File: src/core/dpsc_pkg.sv
// Constants and types for the host-side dual-port SRAM port controller.
// Assumes a single 100 MHz clock and one SRAM port driven through its pins.
package dpsc_pkg;

  // ----------------------------------------------------------------
  // Widths
  // ----------------------------------------------------------------
  localparam int ADDR_W = 14;
  localparam int DATA_W = 16;

  // ----------------------------------------------------------------
  // Timing in ns for the slower grade, and in cycles at 100 MHz
  // ----------------------------------------------------------------
  localparam int CLK_PERIOD_NS = 10;
  localparam int READ_ACCESS_NS = 55;
  localparam int WRITE_PULSE_WIDTH_NS = 40;
  localparam int WRITE_TURNOFF_DELAY_NS = 25;
  localparam int DATA_SETUP_TIME_NS = 30;
  localparam int OUTPUT_OFF_NS = 15;
  localparam int SEM_WRITE_TO_READ_NS = 10;
  localparam int WRITE_HIGH_AFTER_BUSY_NS = 35;
  localparam int READ_CYC = (READ_ACCESS_NS + CLK_PERIOD_NS - 1) / CLK_PERIOD_NS;
  localparam int WPULSE_SHORT_CYC = (WRITE_PULSE_WIDTH_NS + CLK_PERIOD_NS - 1) / CLK_PERIOD_NS;
  localparam int WPULSE_LONG_NS = (WRITE_TURNOFF_DELAY_NS + DATA_SETUP_TIME_NS > WRITE_PULSE_WIDTH_NS) ?
    WRITE_TURNOFF_DELAY_NS + DATA_SETUP_TIME_NS : WRITE_PULSE_WIDTH_NS;
  localparam int WPULSE_LONG_CYC = (WPULSE_LONG_NS + CLK_PERIOD_NS - 1) / CLK_PERIOD_NS;
  localparam int TURNOFF_CYC = (WRITE_TURNOFF_DELAY_NS + CLK_PERIOD_NS - 1) / CLK_PERIOD_NS;
  localparam int RECOVER_CYC = (OUTPUT_OFF_NS + CLK_PERIOD_NS - 1) / CLK_PERIOD_NS;
  localparam int SEM_GAP_CYC = (SEM_WRITE_TO_READ_NS + CLK_PERIOD_NS - 1) / CLK_PERIOD_NS;
  localparam int BUSY_RELEASE_CYC = (WRITE_HIGH_AFTER_BUSY_NS + CLK_PERIOD_NS - 1) / CLK_PERIOD_NS;
  localparam int CNT_W = 4;

  // ----------------------------------------------------------------
  // Commands and states
  // ----------------------------------------------------------------
  typedef enum logic [1:0] {
    DPSC_CMD_READ = 2'h0,
    DPSC_CMD_WRITE = 2'h1,
    DPSC_CMD_SEM_WRITE = 2'h2,
    DPSC_CMD_SEM_READ = 2'h3
  } dpsc_cmd_t;

  typedef enum logic [2:0] {
    DPSC_IDLE = 3'h0,
    DPSC_SETUP = 3'h1,
    DPSC_STROBE = 3'h3,
    DPSC_RECOVER = 3'h2,
    DPSC_BUSY_HOLD = 3'h6
  } dpsc_state_t;

endpackage

File: src/core/dpsc_pins_if.sv
// Pin bundle between the sequencer and the pin driver module.
// Assumes both sides share clk_in; active-low strobes named _n.
`timescale 1ns/10ps
interface dpsc_pins_if;
  logic chip_select_n;
  logic semaphore_select_n;
  logic upper_byte_select_n;
  logic lower_byte_select_n;
  logic output_enable_n;
  logic read_write;
  logic [dpsc_pkg::ADDR_W-1:0] addr;
  logic [dpsc_pkg::DATA_W-1:0] wdata;
  logic data_drive;

  modport seq (output chip_select_n, semaphore_select_n, upper_byte_select_n, lower_byte_select_n,
    output_enable_n, read_write, addr, wdata, data_drive);
  modport drv (input chip_select_n, semaphore_select_n, upper_byte_select_n, lower_byte_select_n,
    input output_enable_n, read_write, addr, wdata, data_drive);
endinterface

File: src/core/dpsc_host.sv
// Host-side controller that runs read, write and semaphore cycles on one
// port of an asynchronous dual-port SRAM, one command at a time.
// Each command passes IDLE, SETUP, an optional busy hold, STROBE and
// RECOVER; every strobe, address and data pin leaves a flip-flop in the pin driver stage.
// Assumes pins synchronous to clk_in, a far side that answers within the
// strobe time, and busy_n_in pulled high when no arbiter drives it.
`timescale 1ns/10ps
module dpsc_host (
  // Clock and reset
  input wire logic clk_in,
  input wire logic rst_in,
  // Command port
  input wire logic req_valid_in,
  output logic req_ready_out,
  input wire dpsc_pkg::dpsc_cmd_t req_cmd_in,
  input wire logic [dpsc_pkg::ADDR_W-1:0] req_addr_in,
  input wire logic [dpsc_pkg::DATA_W-1:0] req_wdata_in,
  input wire logic [1:0] req_byte_en_in,
  output logic rsp_valid_out,
  output logic [dpsc_pkg::DATA_W-1:0] rsp_rdata_out,
  // Configuration
  input wire logic master_mode_in,
  // Device pins
  output logic chip_select_n_out,
  output logic semaphore_select_n_out,
  output logic upper_byte_select_n_out,
  output logic lower_byte_select_n_out,
  output logic output_enable_n_out,
  output logic read_write_out,
  output logic [dpsc_pkg::ADDR_W-1:0] addr_out,
  output logic [dpsc_pkg::DATA_W-1:0] data_out,
  output logic data_oe_out,
  input wire logic [dpsc_pkg::DATA_W-1:0] data_in,
  output logic busy_n_out,
  output logic busy_oe_out,
  input wire logic busy_n_in
);

  // ----------------------------------------------------------------
  // Pin bundle and sequencer state
  // ----------------------------------------------------------------
  dpsc_pins_if pins ();

  dpsc_pkg::dpsc_state_t state;
  // Held copy of the taken command
  dpsc_pkg::dpsc_cmd_t cmd;
  logic [dpsc_pkg::ADDR_W-1:0] addr;
  logic [dpsc_pkg::DATA_W-1:0] wdata;
  logic [1:0] byte_en;
  // One counter shared by busy hold, strobe and recovery
  logic [dpsc_pkg::CNT_W-1:0] cnt;
  logic is_write;
  logic is_sem;
  logic busy_seen;
  logic [dpsc_pkg::CNT_W-1:0] strobe_len;

  // ----------------------------------------------------------------
  // Decode of the held command
  // ----------------------------------------------------------------
  // Writes and semaphore writes share one write pulse
  assign is_write = (cmd == dpsc_pkg::DPSC_CMD_WRITE) || (cmd == dpsc_pkg::DPSC_CMD_SEM_WRITE);
  assign is_sem = (cmd == dpsc_pkg::DPSC_CMD_SEM_WRITE) || (cmd == dpsc_pkg::DPSC_CMD_SEM_READ);
  // Slave mode: the arbiter's busy input holds off writes only
  assign busy_seen = !master_mode_in && !busy_n_in && is_write;
  // Output enable stays high in writes, so the short pulse is enough
  assign strobe_len = is_write ? dpsc_pkg::CNT_W'(dpsc_pkg::WPULSE_SHORT_CYC)
                               : dpsc_pkg::CNT_W'(dpsc_pkg::READ_CYC);
  // Ready only in IDLE; a request during a cycle simply waits
  assign req_ready_out = (state == dpsc_pkg::DPSC_IDLE);
  // Host is master of busy never; it only reads it as an input
  // In master mode the device drives busy, so it is ignored here
  assign busy_n_out = 1'b1;
  assign busy_oe_out = 1'b0;

  // ----------------------------------------------------------------
  // Command capture
  // ----------------------------------------------------------------
  always_ff @(posedge clk_in) begin
    // Reset leaves a harmless read in the holding register
    if (rst_in) begin
      cmd <= dpsc_pkg::DPSC_CMD_READ;
      addr <= '0;
      wdata <= '0;
      byte_en <= 2'h0;
    end else if (req_valid_in && state == dpsc_pkg::DPSC_IDLE) begin
      cmd <= req_cmd_in;
      // Address captured once, so it cannot move mid-cycle
      addr <= req_addr_in;
      // Semaphore request always carries the bit-zero value given
      wdata <= req_wdata_in;
      // Empty byte mask means the whole word
      byte_en <= (req_byte_en_in == 2'h0) ? 2'h3 : req_byte_en_in;
    end
  end

  // ----------------------------------------------------------------
  // Cycle sequencer
  // ----------------------------------------------------------------
  always_ff @(posedge clk_in) begin
    // Reset parks the sequencer in IDLE with the counter clear
    if (rst_in) begin
      state <= dpsc_pkg::DPSC_IDLE;
      cnt <= '0;
    end else begin
      unique case (state)
        // Wait for a command; capture takes it at the same edge
        dpsc_pkg::DPSC_IDLE: begin
          if (req_valid_in) begin
            state <= dpsc_pkg::DPSC_SETUP;
          end
        end
        // Address settles one cycle before any select falls
        // Slave writes under busy go to the hold state first
        dpsc_pkg::DPSC_SETUP: begin
          state <= busy_seen ? dpsc_pkg::DPSC_BUSY_HOLD : dpsc_pkg::DPSC_STROBE;
          cnt <= '0;
        end
        // Busy must stay high for the release time before read/write falls
        dpsc_pkg::DPSC_BUSY_HOLD: begin
          if (busy_n_in) begin
            if (cnt >= dpsc_pkg::CNT_W'(dpsc_pkg::BUSY_RELEASE_CYC - 1)) begin
              state <= dpsc_pkg::DPSC_STROBE;
              cnt <= '0;
            end else begin
              cnt <= cnt + 1'b1;
            end
          end else begin
            cnt <= '0;
          end
        end
        // Pins follow the state one cycle later, so they stand strobe_len
        dpsc_pkg::DPSC_STROBE: begin
          if (cnt >= strobe_len - 1'b1) begin
            state <= dpsc_pkg::DPSC_RECOVER;
            cnt <= '0;
          end else begin
            cnt <= cnt + 1'b1;
          end
        end
        // Gap lets device drivers turn off and covers write-to-read time
        // Read data is taken on the first recovery edge
        dpsc_pkg::DPSC_RECOVER: begin
          if (cnt >= dpsc_pkg::CNT_W'(dpsc_pkg::RECOVER_CYC - 1)) begin
            state <= dpsc_pkg::DPSC_IDLE;
            cnt <= '0;
          end else begin
            cnt <= cnt + 1'b1;
          end
        end
        // Unused codes return to IDLE
        default: begin
          state <= dpsc_pkg::DPSC_IDLE;
          cnt <= '0;
        end
      endcase
    end
  end

  // ----------------------------------------------------------------
  // Pin levels from state; read/write falls with address already stable
  // ----------------------------------------------------------------
  always_comb begin
    // Idle levels: deselected, read level, host data released
    pins.chip_select_n = 1'b1;
    pins.semaphore_select_n = 1'b1;
    pins.upper_byte_select_n = 1'b1;
    pins.lower_byte_select_n = 1'b1;
    pins.output_enable_n = 1'b1;
    pins.read_write = 1'b1;
    // Address and data stand all cycle; they change only at read level
    pins.addr = addr;
    pins.wdata = wdata;
    pins.data_drive = 1'b0;
    if (state == dpsc_pkg::DPSC_STROBE) begin
      // RAM: chip select low, semaphore high; semaphore: the reverse
      pins.chip_select_n = is_sem;
      pins.semaphore_select_n = !is_sem;
      // Write lands only in select and byte-select overlap
      pins.upper_byte_select_n = !byte_en[1];
      pins.lower_byte_select_n = !byte_en[0];
      // Reads use select, byte select and output enable together
      pins.output_enable_n = is_write;
      pins.read_write = !is_write;
      // Selects and read/write fall together, device outputs stay off
      pins.data_drive = is_write;
    end
  end

  // ----------------------------------------------------------------
  // Pin register stage
  // ----------------------------------------------------------------
  dpsc_pin_drv u_drv (
    .clk_in(clk_in),
    .rst_in(rst_in),
    .pins(pins.drv),
    .chip_select_n_out(chip_select_n_out),
    .semaphore_select_n_out(semaphore_select_n_out),
    .upper_byte_select_n_out(upper_byte_select_n_out),
    .lower_byte_select_n_out(lower_byte_select_n_out),
    .output_enable_n_out(output_enable_n_out),
    .read_write_out(read_write_out),
    .addr_out(addr_out),
    .data_out(data_out),
    .data_oe_out(data_oe_out)
  );

  // ----------------------------------------------------------------
  // Read data captured at end of the strobe; pins lag state by one
  // ----------------------------------------------------------------
  always_ff @(posedge clk_in) begin
    if (rst_in) begin
      rsp_valid_out <= 1'b0;
      rsp_rdata_out <= '0;
    end else begin
      rsp_valid_out <= 1'b0;
      if (state == dpsc_pkg::DPSC_RECOVER && cnt == '0) begin
        rsp_valid_out <= 1'b1;
        // Writes answer zero so old read data never looks fresh
        rsp_rdata_out <= is_write ? '0 : data_in;
      end
    end
  end

endmodule // dpsc_host

File: src/core/dpsc_pin_drv.sv
// Pin register stage: every strobe, address and data pin leaves a flip-flop.
// Assumes the sequencer keeps strobes legal; this stage only retimes them.
`timescale 1ns/10ps
module dpsc_pin_drv (
  // Clock and reset
  input wire logic clk_in,
  input wire logic rst_in,
  // Sequencer side
  dpsc_pins_if.drv pins,
  // Device pins
  output logic chip_select_n_out,
  output logic semaphore_select_n_out,
  output logic upper_byte_select_n_out,
  output logic lower_byte_select_n_out,
  output logic output_enable_n_out,
  output logic read_write_out,
  output logic [dpsc_pkg::ADDR_W-1:0] addr_out,
  output logic [dpsc_pkg::DATA_W-1:0] data_out,
  output logic data_oe_out
);

  // ----------------------------------------------------------------
  // Registered pins, all idle (deselected, read level) in reset
  // ----------------------------------------------------------------
  always_ff @(posedge clk_in) begin
    if (rst_in) begin
      chip_select_n_out <= 1'b1;
      semaphore_select_n_out <= 1'b1;
      upper_byte_select_n_out <= 1'b1;
      lower_byte_select_n_out <= 1'b1;
      output_enable_n_out <= 1'b1;
      read_write_out <= 1'b1;
      addr_out <= '0;
      data_out <= '0;
      data_oe_out <= 1'b0;
    end else begin
      chip_select_n_out <= pins.chip_select_n;
      semaphore_select_n_out <= pins.semaphore_select_n;
      upper_byte_select_n_out <= pins.upper_byte_select_n;
      lower_byte_select_n_out <= pins.lower_byte_select_n;
      output_enable_n_out <= pins.output_enable_n;
      read_write_out <= pins.read_write;
      addr_out <= pins.addr;
      data_out <= pins.wdata;
      data_oe_out <= pins.data_drive;
    end
  end

endmodule // dpsc_pin_drv

File: config.mk
export PLATFORM = sky130hd
export DESIGN_NAME = dpsc_host
export DESIGN_NICKNAME = d
export VERILOG_FILES = /design/src/core/dpsc_pkg.sv /design/src/core/dpsc_pins_if.sv /design/src/core/dpsc_host.sv /design/src/core/dpsc_pin_drv.sv
export SDC_FILE = /design/constraint.sdc
export NUM_CORES = 1
export LEC_CHECK = 0
export BUFFER_PORTS_ARGS = -buffer_cell sky130_fd_sc_hd__buf_2
export CAP_MARGIN = 10
export CORE_ASPECT_RATIO = 1.75
export CORE_MARGIN = 2
export CORE_UTILIZATION = 50
export CTS_BUF_LIST = sky130_fd_sc_hd__clkbuf_8
export CTS_CLUSTER_SIZE = 8
export DETAILED_ROUTE_END_ITERATION = 6
export PLACE_DENSITY_LB_ADDON = 0.15
export SYNTH_ARGS = -nofsm -noshare
export SYNTH_HDL_FRONTEND = slang
export SYNTH_SLANG_ARGS = --single-unit
File: constraint.sdc
create_clock -name clk_in -period 2.2 [get_ports clk_in]
set_clock_uncertainty 0.05 [all_clocks]
set_input_delay 0 -clock clk_in [delete_from_list [all_inputs] [get_ports clk_in]]
set_output_delay 0 -clock clk_in [all_outputs]
set_load 0.02 [all_outputs]
-- After elaboration in Yosys (flattened, before gate mapping)
Cells that the tools add are included.
- register bits: 95
- bits of input ports: 55
- output and inout bits: 57
- add/sub/neg operators: 2
- $lt $le $gt $ge: 3
- equality and inequality tests: 12
- muxes and demuxes: 16
- bitwise logic cells: 1
- reduce and logical (&&, ||, !) cells: 17
- operators with widths (operator ; number):
    two-way mux 3 bit ; 6
    two-way mux 16 bit ; 1
    two-way mux 4 bit ; 4
    case mux 4 bit (4 select lines) ; 1
    case mux 3 bit (5 select lines) ; 1
    != test 2 bit (second input constant) ; 5
    == test 3 x 2 -> 1 bit (second input constant) ; 2
    zero test 1 bit ; 6
    AND reduction 5 bit ; 1
    adder 4 x 1 -> 4 bit (second input constant) ; 1
    == test 2 bit (second input constant) ; 2
    >= comparator 4 x 1 -> 1 bit (second input constant) ; 1
    >= comparator 4 x 2 -> 1 bit (second input constant) ; 1
    >= comparator 4 bit ; 1
    logical AND 1 bit ; 4
    zero test 4 bit ; 1
    two-way mux 2 bit ; 2
    subtractor 3 x 1 -> 4 bit (second input constant) ; 1
    == test 3 x 1 -> 1 bit (second input constant) ; 1
    == test 3 bit (second input constant) ; 1
    zero test 3 bit ; 1
    == test 2 x 1 -> 1 bit (second input constant) ; 1
    zero test 2 bit ; 1
    logical OR 1 bit ; 2
    3 further kinds ; 3

-- Longest topological paths before layout
Gate-level depths: netlist (run 1).
- depth in word-level cells: 7
- depth in mapped cells: 7
- gate-level depth less buffers: 7

-- Cells and area by module
A second synthesis (run 1) with hierarchy kept.
- cells, all modules: 335
- area total of the unflattened synthesis: 3455.8 µm²
- modules (own cells, without submodules) (module ; instances ; cells an instance ; area each (µm²) ; seq. area each (µm²)):
    dpsc_host ; 1 ; 258 ; 2454.9 ; 1161.1
    dpsc_pin_drv ; 1 ; 77 ; 1001.0 ; 740.7

-- Worst setup path after synthesis (run 1)
No wires, ideal clock.
- path kind: reg2reg
- start: register cmd[0]
- end: register cnt[1] in the netlist's numbering
- data arrival time: 1.790 ns
- required time: 2.033 ns
- slack: 0.242 ns
- cell stages (with the launch flop): 8
- path buffers: 0
- clock period less this slack: 1.958 ns
- cells stage by stage: dfxtp_1 inv_1 ha_1 inv_1 ha_1 a211oi_2 or3_1 a32o_1
- cells in the longest elaborated chain, start to end: 7
- RTL lines (item ; line ; source):
    from (decl) ; dpsc_host.sv:46 ; dpsc_pkg::dpsc_cmd_t cmd;
    from (signal assigned) ; dpsc_host.sv:81 ; cmd <= dpsc_pkg::DPSC_CMD_READ;
    from (signal assigned) ; dpsc_host.sv:86 ; cmd <= req_cmd_in;
    == test 2 x 1 -> 1 bit / == test 2 bit (equally long branches) ; dpsc_host.sv:61 ; assign is_write = (cmd == dpsc_pkg::DPSC_CMD_WRITE) || (cmd == dpsc_pkg::DPSC_CMD_SEM_WRITE);
    logical OR 1 bit * ; dpsc_host.sv:61 ;
    two-way mux 2 bit * ; dpsc_host.sv:66 ; assign strobe_len = is_write ? dpsc_pkg::CNT_W'(dpsc_pkg::WPULSE_SHORT_CYC)
    named net strobe_len, one bit ; dpsc_host.sv:55 ; logic [dpsc_pkg::CNT_W-1:0] strobe_len;
    subtractor 3 x 1 -> 4 bit * ; dpsc_host.sv:133 ; if (cnt >= strobe_len - 1'b1) begin
    >= comparator 4 bit * ; dpsc_host.sv:133 ;
    two-way mux 4 bit * ; dpsc_host.sv:133 ;
    case mux 4 bit (4 select lines) * ; dpsc_host.sv:105 ; unique case (state)
    to (signal assigned) ; dpsc_host.sv:125 ; cnt <= cnt + 1'b1;
    to (signal assigned) ; dpsc_host.sv:137 ; cnt <= cnt + 1'b1;
    to (signal assigned) ; dpsc_host.sv:147 ; cnt <= cnt + 1'b1;
    to (decl) ; dpsc_host.sv:51 ; logic [dpsc_pkg::CNT_W-1:0] cnt;
Mark *: on every way through the listed nets, which the timed path passes. The rest lies on a longest branch.
A chain may end at the register's enable or synchronous reset.

-- Worst setup path in the final report (run 1)
- start: register cnt[0] in the netlist's numbering
- end: register state[2]
- cells in the longest elaborated chain, start to end: 3
- RTL lines (item ; line ; source):
    >= comparator 4 x 1 -> 1 bit, or another cell as far along ; dpsc_host.sv:143 ; if (cnt >= dpsc_pkg::CNT_W'(dpsc_pkg::RECOVER_CYC - 1)) begin
    != test 2 bit (no source line) ; -- ;
    AND reduction 5 bit (no source line) * ; -- ;
    to (signal assigned) ; dpsc_host.sv:134 ; state <= dpsc_pkg::DPSC_RECOVER;
    to (signal assigned) ; dpsc_host.sv:144 ; state <= dpsc_pkg::DPSC_IDLE;
    to (signal assigned) ; dpsc_host.sv:152 ; state <= dpsc_pkg::DPSC_IDLE;
    to (decl) ; dpsc_host.sv:44 ; dpsc_pkg::dpsc_state_t state;
Mark *: on every way between the ends. The rest lies on a longest branch, timed or not.

==> results by stage, run 1 <==
Pwr:
- The static leakage is 2.07 nW.
- The total power divided by cell area is 820 nW/um2.
- The worst voltage drop across the vdd grid is 0.611 mV.
- The total power draw is 3.91 mW.

STA:
- The total setup violations reported at the end of the flow is 0.
- For the finished layout, the period the worst path requires is 2130 ps.
- Across all hold checks on the routed design, the worst slack comes to 46.0 ps.
- At the pin with the least slew margin, the transition time is 729 ps.
- The final period utilization is 0.969.
- The max-slew violation total from the final report is 0.
- The number of hold violations in the final report was 0.
- Headroom to the max-slew limit came out at 0.514.
- Based on the critical path, the design can be clocked at up to 0.469 GHz.

GRT:
- The number of antenna violations at the first check in global routing is 0.
- The total overflow reported by the global router is 0.
- The first global-routing pass estimated 11.7 mm of wire.
- The via count of the first global-routing pass came to 2,656.
- The maximum number of pins on one net before global-route repair is 41.
- In the global route stage, overall resource usage came out at 0.201.

Synthesis:
- After synthesis, the netlist uses 43 different library cells.
- The total nets after synthesis is 394.
- The mean area per synthesized cell is 10.4 um2.
- Synthesis handed over a netlist of 333 instances.
- Synthesis inferred 95 register bits.
- For this run, the register share of the synthesized area comes to 0.550.
- The post-synthesis cell area is 3460 um2.
- The number of synthesis warnings is 0.

Detailed routing:
- The count of vias placed by the detailed router is 2,821.
- The remaining antenna violation count after routing is 0.
- After detailed routing, the number of remaining DRC violations is 0.
- For this run, the detailed router's first-pass iteration total came to 6.
- The per-cell via count in the routed design is 4.86.
- After detailed routing, the total wire length is 7.41 mm.
- In this run, the number of DRC markers left after iteration 0 of detailed routing was 229.
- In the final routed layout, each cell accounts on average for 12.7 um.

Die:
- The floorplan step defined a die boundary enclosing 7630 um2.
- The floorplan die height is 114 um.
- The initial core utilization is 0.508.
- The width of the die is 66.9 um.
- The site row count is 40.
- The area of the core is 6810 um2.
- The top-level port count is 112.

Clock network:
- The number of clock sinks is 95.
- In this run the deepest clock path goes through 2 buffers.
- Post-CTS timing repair inserted 0 buffers for setup.
- In this run the number of H-tree levels came out at 3.
- The number of buffers created by CTS is 9.
- The cell at the root of the clock tree is clkbuf_8.
- At the later pin of the worst-skew pair, clock insertion delay measures 360 ps.
- After clock tree synthesis, the clock-pin slew on the worst setup and hold paths is 90 ps.
- The CTS tree is built.

Worst setup path:
- STA puts the critical path data required time at 2450 ps.
- The worst setup path category is flop to flop.
- In this run the worst path has a maximum fanout of 7.
- The signal arrival time at the worst endpoint is 2380 ps.
- STA classifies the critical path startpoint as a flop.
- The kind of end point of the critical path is a flop.

Outcome:
- The run finished with clean final reports.

Job:
- The max-capacitance violation count is 0.

Layout:
- In the final layout, the multi-input gates occupy 1390 um2.
- At the end of the flow, the number of nets in the layout was 553.
- Of the cells placed in the final design, the portion with a size suffix greater than 1 is 0.398.
- The number of fill cells is 514.
- The sequential cells in the finished layout cover a total of 1900 um2.
- The repair_antennas step left the layout with diodes totalling 0.
- Compared with the post-synthesis result, the final layout area differs by 37.9%.

Placement:
- The quantity of I/O buffers inserted on ports is 109.
- Detailed placement ended at an HPWL of 4.67 mm.
- The placer's final routability congestion estimate is 0.892.

Min path:
- The kind of path behind the tightest hold check is input pin to flop.
## report_power, final
group	switching [mW]	internal, mW	total, mW
clock	0.603	0.527	1.13
sequential	0.0851	1.87	1.95
combinational	0.468	0.363	0.831
total	1.16	2.76	3.91
## logic make-up (layout without fill, tap and decap cells)
logic type | Yosys count | in the layout | synth area share
simple gates | 132 | 132 | 0.211
other cells | 2 | 2 | 0.00217
compound gates | 66 | 66 | 0.158
buf+inv | 31 | 195 | 0.0550
flops | 95 | 95 | 0.550
fa+ha+maj | 7 | 7 | 0.0246
## state kept, by name, summed over array words and instances, names as in the netlist
register                       count
u_drv.read_write_out               1
u_drv.output_enable_n_out          1
u_drv.semaphore_select_n_out       1
rsp_valid_out                      1
addr                              14
u_drv.upper_byte_select_n_out      1
cmd                                2
cnt                                4
u_drv.addr_out                    14
state                              3
u_drv.data_oe_out                  1
pins.wdata                        16
rsp_rdata_out                     16
u_drv.chip_select_n_out            1
u_drv.data_out                    16
byte_en                            2
u_drv.lower_byte_select_n_out      1
## per-layer routing
metal,vias up,global-route usage,wire [um]
met5,-,0,0
met4,0,0.118,196
met3,17,0.0423,427
met2,92,0.330,3750
met1,1293,0.235,3030
li1,1419,-,-
## worst paths after layout
kind                            depth (start not counted)  slack [ps]  startpoint                       endpoint
worst max-delay path                                    6          70      cnt[0]                       state[2]
worst min-delay path                                    2          50      rst_in              u_drv.data_out[7]
worst max register to register                          6          70      cnt[0]                       state[2]
worst min register to register                          1         330  byte_en[1]  u_drv.upper_byte_select_n_out
## stage by stage
step	instance area (um2)	util	setup WS, ps	std cells	TNS, ps
2_1_floorplan	3460	-	242	333	0
3_3_place_gp	4030	0.591	82.2	512	0
3_5_place_dp	4030	0.591	-32.4	512	-288
4_1_cts	4760	0.699	73.3	581	0
5_1_grt	4770	0.701	-64.6	581	-64.6
6_report	4770	0.701	67.8	581	0
## cells in the mapped netlist, drive strengths merged
master / number / area share
ha: 6 / 0.022
dfxtp: 95 / 0.55
a21oi: 35 / 0.083
nor3: 7 / 0.013
conb: 2 / 0.0022
and2: 1 / 0.0018
nand4: 1 / 0.0018
a221oi: 1 / 0.0025
nor4bb: 1 / 0.0072
a22o: 17 / 0.043
o21ai: 3 / 0.0043
o221a: 1 / 0.0033
o21a: 1 / 0.0022
nor2: 10 / 0.011
a211o: 1 / 0.0025
clkinv: 1 / 0.0014
clkbuf: 6 / 0.0065
maj3: 1 / 0.0029
nor3b: 2 / 0.0043
inv: 10 / 0.011
a31oi: 2 / 0.0036
nand4bb: 1 / 0.0033
and3b: 1 / 0.0025
a32o: 1 / 0.0029
nand3: 1 / 0.0014
o22ai: 1 / 0.0018
o2111ai: 1 / 0.0025
or3: 3 / 0.0069
buf: 14 / 0.036
nor2b: 30 / 0.054
nand2b: 2 / 0.0036
nand2: 72 / 0.10
a211oi: 2 / 0.0058
## area by class of cell
cell class	count	area share
Clock buffer	9	0.0260
Clock inverter	7	0.0157
Inverter	11	0.00892
Multi-Input combinational cell	207	0.291
Sequential cell	95	0.399
Tap cell	84	0.0220
Timing Repair Buffer	168	0.238
## what timing repair did
action,CTS,global route
pin swaps,0,0
hold buffers,53,0
gates resized for setup,1,1
setup endpoints to repair,16,2
endpoints found under the hold margin,52,0
## worst max-delay path: stages, from the launching register on
cell	delay, ps
dfxtp_1	380
ha_1	260
or3_1	370
a211oi_1	280
a31oi_1	70
dlygate4sd3_1	580
nor2_1	80
## placed cells by master, fill, tap and decap left out, types with 2 or more instances in the layout
cell type      Yosys  layout
nand2_1           42      42
dlygate4sd3_1      0      53
nor3b_1            2       2
o21ai_1            2       2
inv_1             10      11
a22o_1            17      17
conb_1             2       2
ha_1               6       5
nand2_2           30      30
buf_4              3       6
a21oi_1            5       4
buf_2              4     108
nand2b_1           2       2
clkbuf_8           0       9
nor3_1             6       6
or3_1              2       2
nor2b_1           30      30
clkinvlp_4         0       2
clkinv_4           0       3
dfxtp_1           95      95
nor2_1            10      10
a31oi_1            2       2
a21oi_2           30      31
Power figures use the tool's default switching activity.
==> run 2: changes to the inputs <==
--- a/config.mk
+++ b/config.mk
@@ -5,6 +5,7 @@
 export SDC_FILE = /design/constraint.sdc
 export NUM_CORES = 1
 export LEC_CHECK = 0
+export ABC_AREA = 1
 export BUFFER_PORTS_ARGS = -buffer_cell sky130_fd_sc_hd__buf_2
 export CAP_MARGIN = 10
 export CORE_ASPECT_RATIO = 1.75
@@ -13,7 +14,9 @@
 export CTS_BUF_LIST = sky130_fd_sc_hd__clkbuf_8
 export CTS_CLUSTER_SIZE = 8
 export DETAILED_ROUTE_END_ITERATION = 6
+export GPL_ROUTABILITY_DRIVEN = 0
 export PLACE_DENSITY_LB_ADDON = 0.15
 export SYNTH_ARGS = -nofsm -noshare
 export SYNTH_HDL_FRONTEND = slang
 export SYNTH_SLANG_ARGS = --single-unit
+export TNS_END_PERCENT = 30
==> results by stage, run 2 <==
STA:
- The achievable clock frequency is 0.491 GHz.
- Final hold analysis gives a worst-case slack of 129 ps.
- The final critical path time including I/O delays and setup is 2040 ps.
- The number of hold violations in the final report is 0.
- The actual transition at the worst max-transition pin is 535 ps.
- The final period utilization is 0.926.
- In the post-route analysis, the smallest setup slack over all paths is 164 ps.
- The max-slew violation total from the final report is 0.
- Setup violations remaining at the end of the flow were counted as 0.
- In the final timing run, aggregate negative setup slack is 0 ps.
- Setup repair after global routing left no endpoint under its margin.
- In this run the tightest slew margin relative to its limit is 0.643.

Worst setup path:
- The capture point of the worst path is state[2].
- The required time at the worst-slack endpoint is 2420 ps.
- Setup slack on the worst reg-to-reg path comes out at 160 ps.
- Along the worst path, the maximum fanout reaches 20.
- The critical path starts at cmd[0].
- The worst setup path is launched from a flop.
- The worst setup path category is flop to flop.
- The signal arrival time at the worst endpoint is 2260 ps.
- For the worst flop-to-flop path, the logic depth is 7.
- The end of the worst register-to-register path is state[2].
- The origin of the critical flop-to-flop path is cmd[0].
- STA classifies the critical path endpoint as a flop.

Pwr:
- The internal power of the cells is 3.30 mW.
- The combinational group share of total power is 0.300.
- In this run the power density over the cells is 1040 nW/um2.
- The switching power is 1.66 mW.
- The worst voltage drop across the vdd grid is 0.705 mV.
- The relative contribution of sequential cells to total power is 0.444.
- For this design the static power due to leakage is 2.25 nW.
- The switching portion of total power is 0.334.
- Of the total power, the clock network draws 0.257.

Job:
- Across the run, the number of max-cap violations was 0.

Clock network:
- The number of clock sinks is 95.
- The H-tree level count is 3.
- The post-CTS repair timing setup buffer count is 0.
- The clock passes through at most 2 buffers.
- TritonCTS built the clock tree.
- After clock tree synthesis, the clock-pin slew on the worst setup and hold paths is 90 ps.
- The cell at the root of the clock tree is clkbuf_8.
- The latest clock arrival within the worst-skew pair is 340 ps.
- In this run, CTS created clock tree buffers numbering 9.

Die:
- The region available for standard cell placement spans 6540 um2.
- For this design the top-level I/O count stands at 112.
- The width of the die is 66.2 um.
- Row generation in the floorplan step produced 39 rows.
- The floorplan step set the die height to 113 um.
- For this configuration, the core starts out at a cell density of 0.518.
- The area of the die is 7480 um2.

Placement:
- The worst slack after detailed placement is 415 ps.
- Detailed placement finished with a half-perimeter wire length of 4.95 mm.
- The quantity of I/O buffers inserted on ports is 109.

GRT:
- The number of antenna violations at the first check in global routing came to 0.
- The first-pass GRT wire length is 13.0 mm.
- Entering global routing, the biggest net connects 66 pins.
- The total track usage is 0.224.
- The total overflow reported by the global router is 0.
- The via count of the first global-routing pass is 2,978.

Synthesis:
- After synthesis, the share of flip-flops with an asynchronous set or reset is 0.
- The cell area that synthesis handed to floorplanning was 3390 um2.
- The synthesized netlist contains 30 unique library cells.
- The commonest cells after synthesis are 95 x dfxtp_1, 47 x inv_1, 47 x nand2_1.
- Ranked by total cell area, the synthesized netlist is headed by dfxtp_1 56%, a21oi_1 5.5%, inv_1 5.2%.
- The mean area per synthesized cell is 8.58 um2.
- Counting flops with a built-in enable in the synthesized netlist gives 0.
- The cell type with the highest aggregate area in the netlist is dfxtp_1.
- Synthesis handed over a netlist of 395 instances.
- The number of nets in the synthesized netlist is 456.
- The top flip-flop cell by instance count after synthesis is dfxtp_1.
- Yosys printed 0 warnings.
- The share of synthesized area occupied by flip-flops and latches is 0.561.
- By instance count, the leading cell after synthesis is dfxtp_1.
- After synthesis the netlist holds a flip-flop and latch count of 95.
- The fraction of synthesized cell area taken by the top area cell type is 0.561.

Detailed routing:
- The per-cell routed wire length is 12.4 um.
- The detail route stage leaves a number of antenna-violating nets equal to 0.
- The final route contains 3,077 vias.
- The sum of routed wire length over all layers is 7.95 mm.
- The DRC violation count after routing is 0.
- After the first detailed-routing iteration, the DRC count stood at 262.
- The per-cell via count in the routed design is 4.80.
- The first detailed-routing pass ran for 4 iterations.

Layout:
- In the final layout, the registers with the most flip-flops are pins.wdata: 16 flops, rsp_rdata_out: 16 flops, u_drv.data_out: 16 flops.
- The number of nets in the final layout is 615.
- The commonest non-fill, non-tap cell in the layout is buf_2.
- In the final layout, the share of cells above drive strength 1 is 0.268.
- The area growth from synthesis to layout is 40.3%.
- Leaving out fill and tap cells, the most frequent cells in the layout are 109 x buf_2, 95 x dfxtp_1, 56 x dlygate4sd3_1.
- The filler cells instantiated in the layout total 509.
- 0 antenna diodes ended up in the layout.

Outcome:
- The flow ran to the end, and the final reports show no timing, DRC or antenna violations.

Min path:
- The tightest min-delay check is of the input pin to flop type.
==> run 2: cell types whose count changed after synthesis, sizes merged, moves of 3 or more <==
cell / previous run / this run
o21ai: 3 / 51
inv: 10 / 49
nor2: 10 / 48
nor2b: 30 / 0
nand3: 1 / 27
nand2: 72 / 48
a22o: 17 / 0
clkbuf: 6 / 10
nor3: 7 / 3
or3: 3 / 0
==> run 2: how the worst min path moves through the flow <==
stage	from	to	slack [ps]	depth (start not counted)
6_report	rst_in	u_drv.data_out[5]	130	3
5_1_grt	rst_in	u_drv.data_out[12]	140	3
4_1_cts	rst_in	u_drv.data_out[9]	120	3
3_5_place_dp	data_in[9]	rsp_rdata_out[9]	220	3
3_3_place_gp	data_in[5]	rsp_rdata_out[5]	210	3
2_1_floorplan	data_in[5]	rsp_rdata_out[5]	100	2
==> run 2: worst max-delay path: stages, from the launching register on <==
cell           delay (ps)
dfxtp_1               350
inv_1                  60
ha_1                  310
buf_4                 220
nor3_2                210
dlygate4sd3_1         570
nand3_1                60
a31oi_1               140
==> run 2: metrics by stage <==
| step | util | std cells | power [mW] | area, um2 |
|---|---|---|---|---|
| 5_1_grt | 0.727 | 641 | 5.27 | 4750 |
| 4_1_cts | 0.726 | 641 | 4.99 | 4750 |
| 3_3_place_gp | 0.605 | 569 | 3.58 | 3960 |
| 6_report | 0.727 | 641 | 4.96 | 4750 |
| 3_5_place_dp | 0.605 | 569 | 3.63 | 3960 |
| 2_1_floorplan | - | 395 | 3.26 | 3390 |
==> run 2: layout make-up <==
type	count	area (um2)	area share
multi-input combinational	228	1170	0.246
tap	82	103	0.0216
clock buffer	11	151	0.0318
inverter	49	184	0.0387
clock inverter	5	80.1	0.0168
timing repair buffer	171	1160	0.245
sequential	95	1900	0.400
==> run 2: metal layers <==
| layer | track usage | share of wire | up-vias |
|---|---|---|---|
| li1 | - | - | 1572 |
| met1 | 0.250 | 0.40 | 1397 |
| met2 | 0.391 | 0.53 | 92 |
| met3 | 0.0497 | 0.044 | 16 |
| met4 | 0.107 | 0.021 | 0 |
| met5 | 0 | 0 | - |
==> run 2: kinds of logic (layout without fill, tap and decap cells) <==
kind of cell,count (synthesis),count (layout),share of synthesized area
simple gates,129,129,0.172
flops,95,95,0.561
buf+inv,72,236,0.0953
compound gates,91,91,0.147
fa+ha+maj,6,6,0.0222
other cells,2,2,0.00222
==> run 2: power by group through the flow <==
stage	clock, mW	sequential (mW)	combinational [mW]
2_1_floorplan	0	2.39	0.867
3_3_place_gp	0	2.23	1.36
3_5_place_dp	0	2.24	1.39
5_1_grt	1.37	2.24	1.66
6_report	1.27	2.20	1.49
4_1_cts	1.30	2.20	1.49
==> run 2: what timing repair did <==
| item | in CTS | in global routing |
|---|---|---|
| hold endpoints to repair | 51 | 0 |
| setup endpoints to repair | 0 | 1 |
| hold buffers | 56 | 0 |
| resized for setup | 0 | 1 |
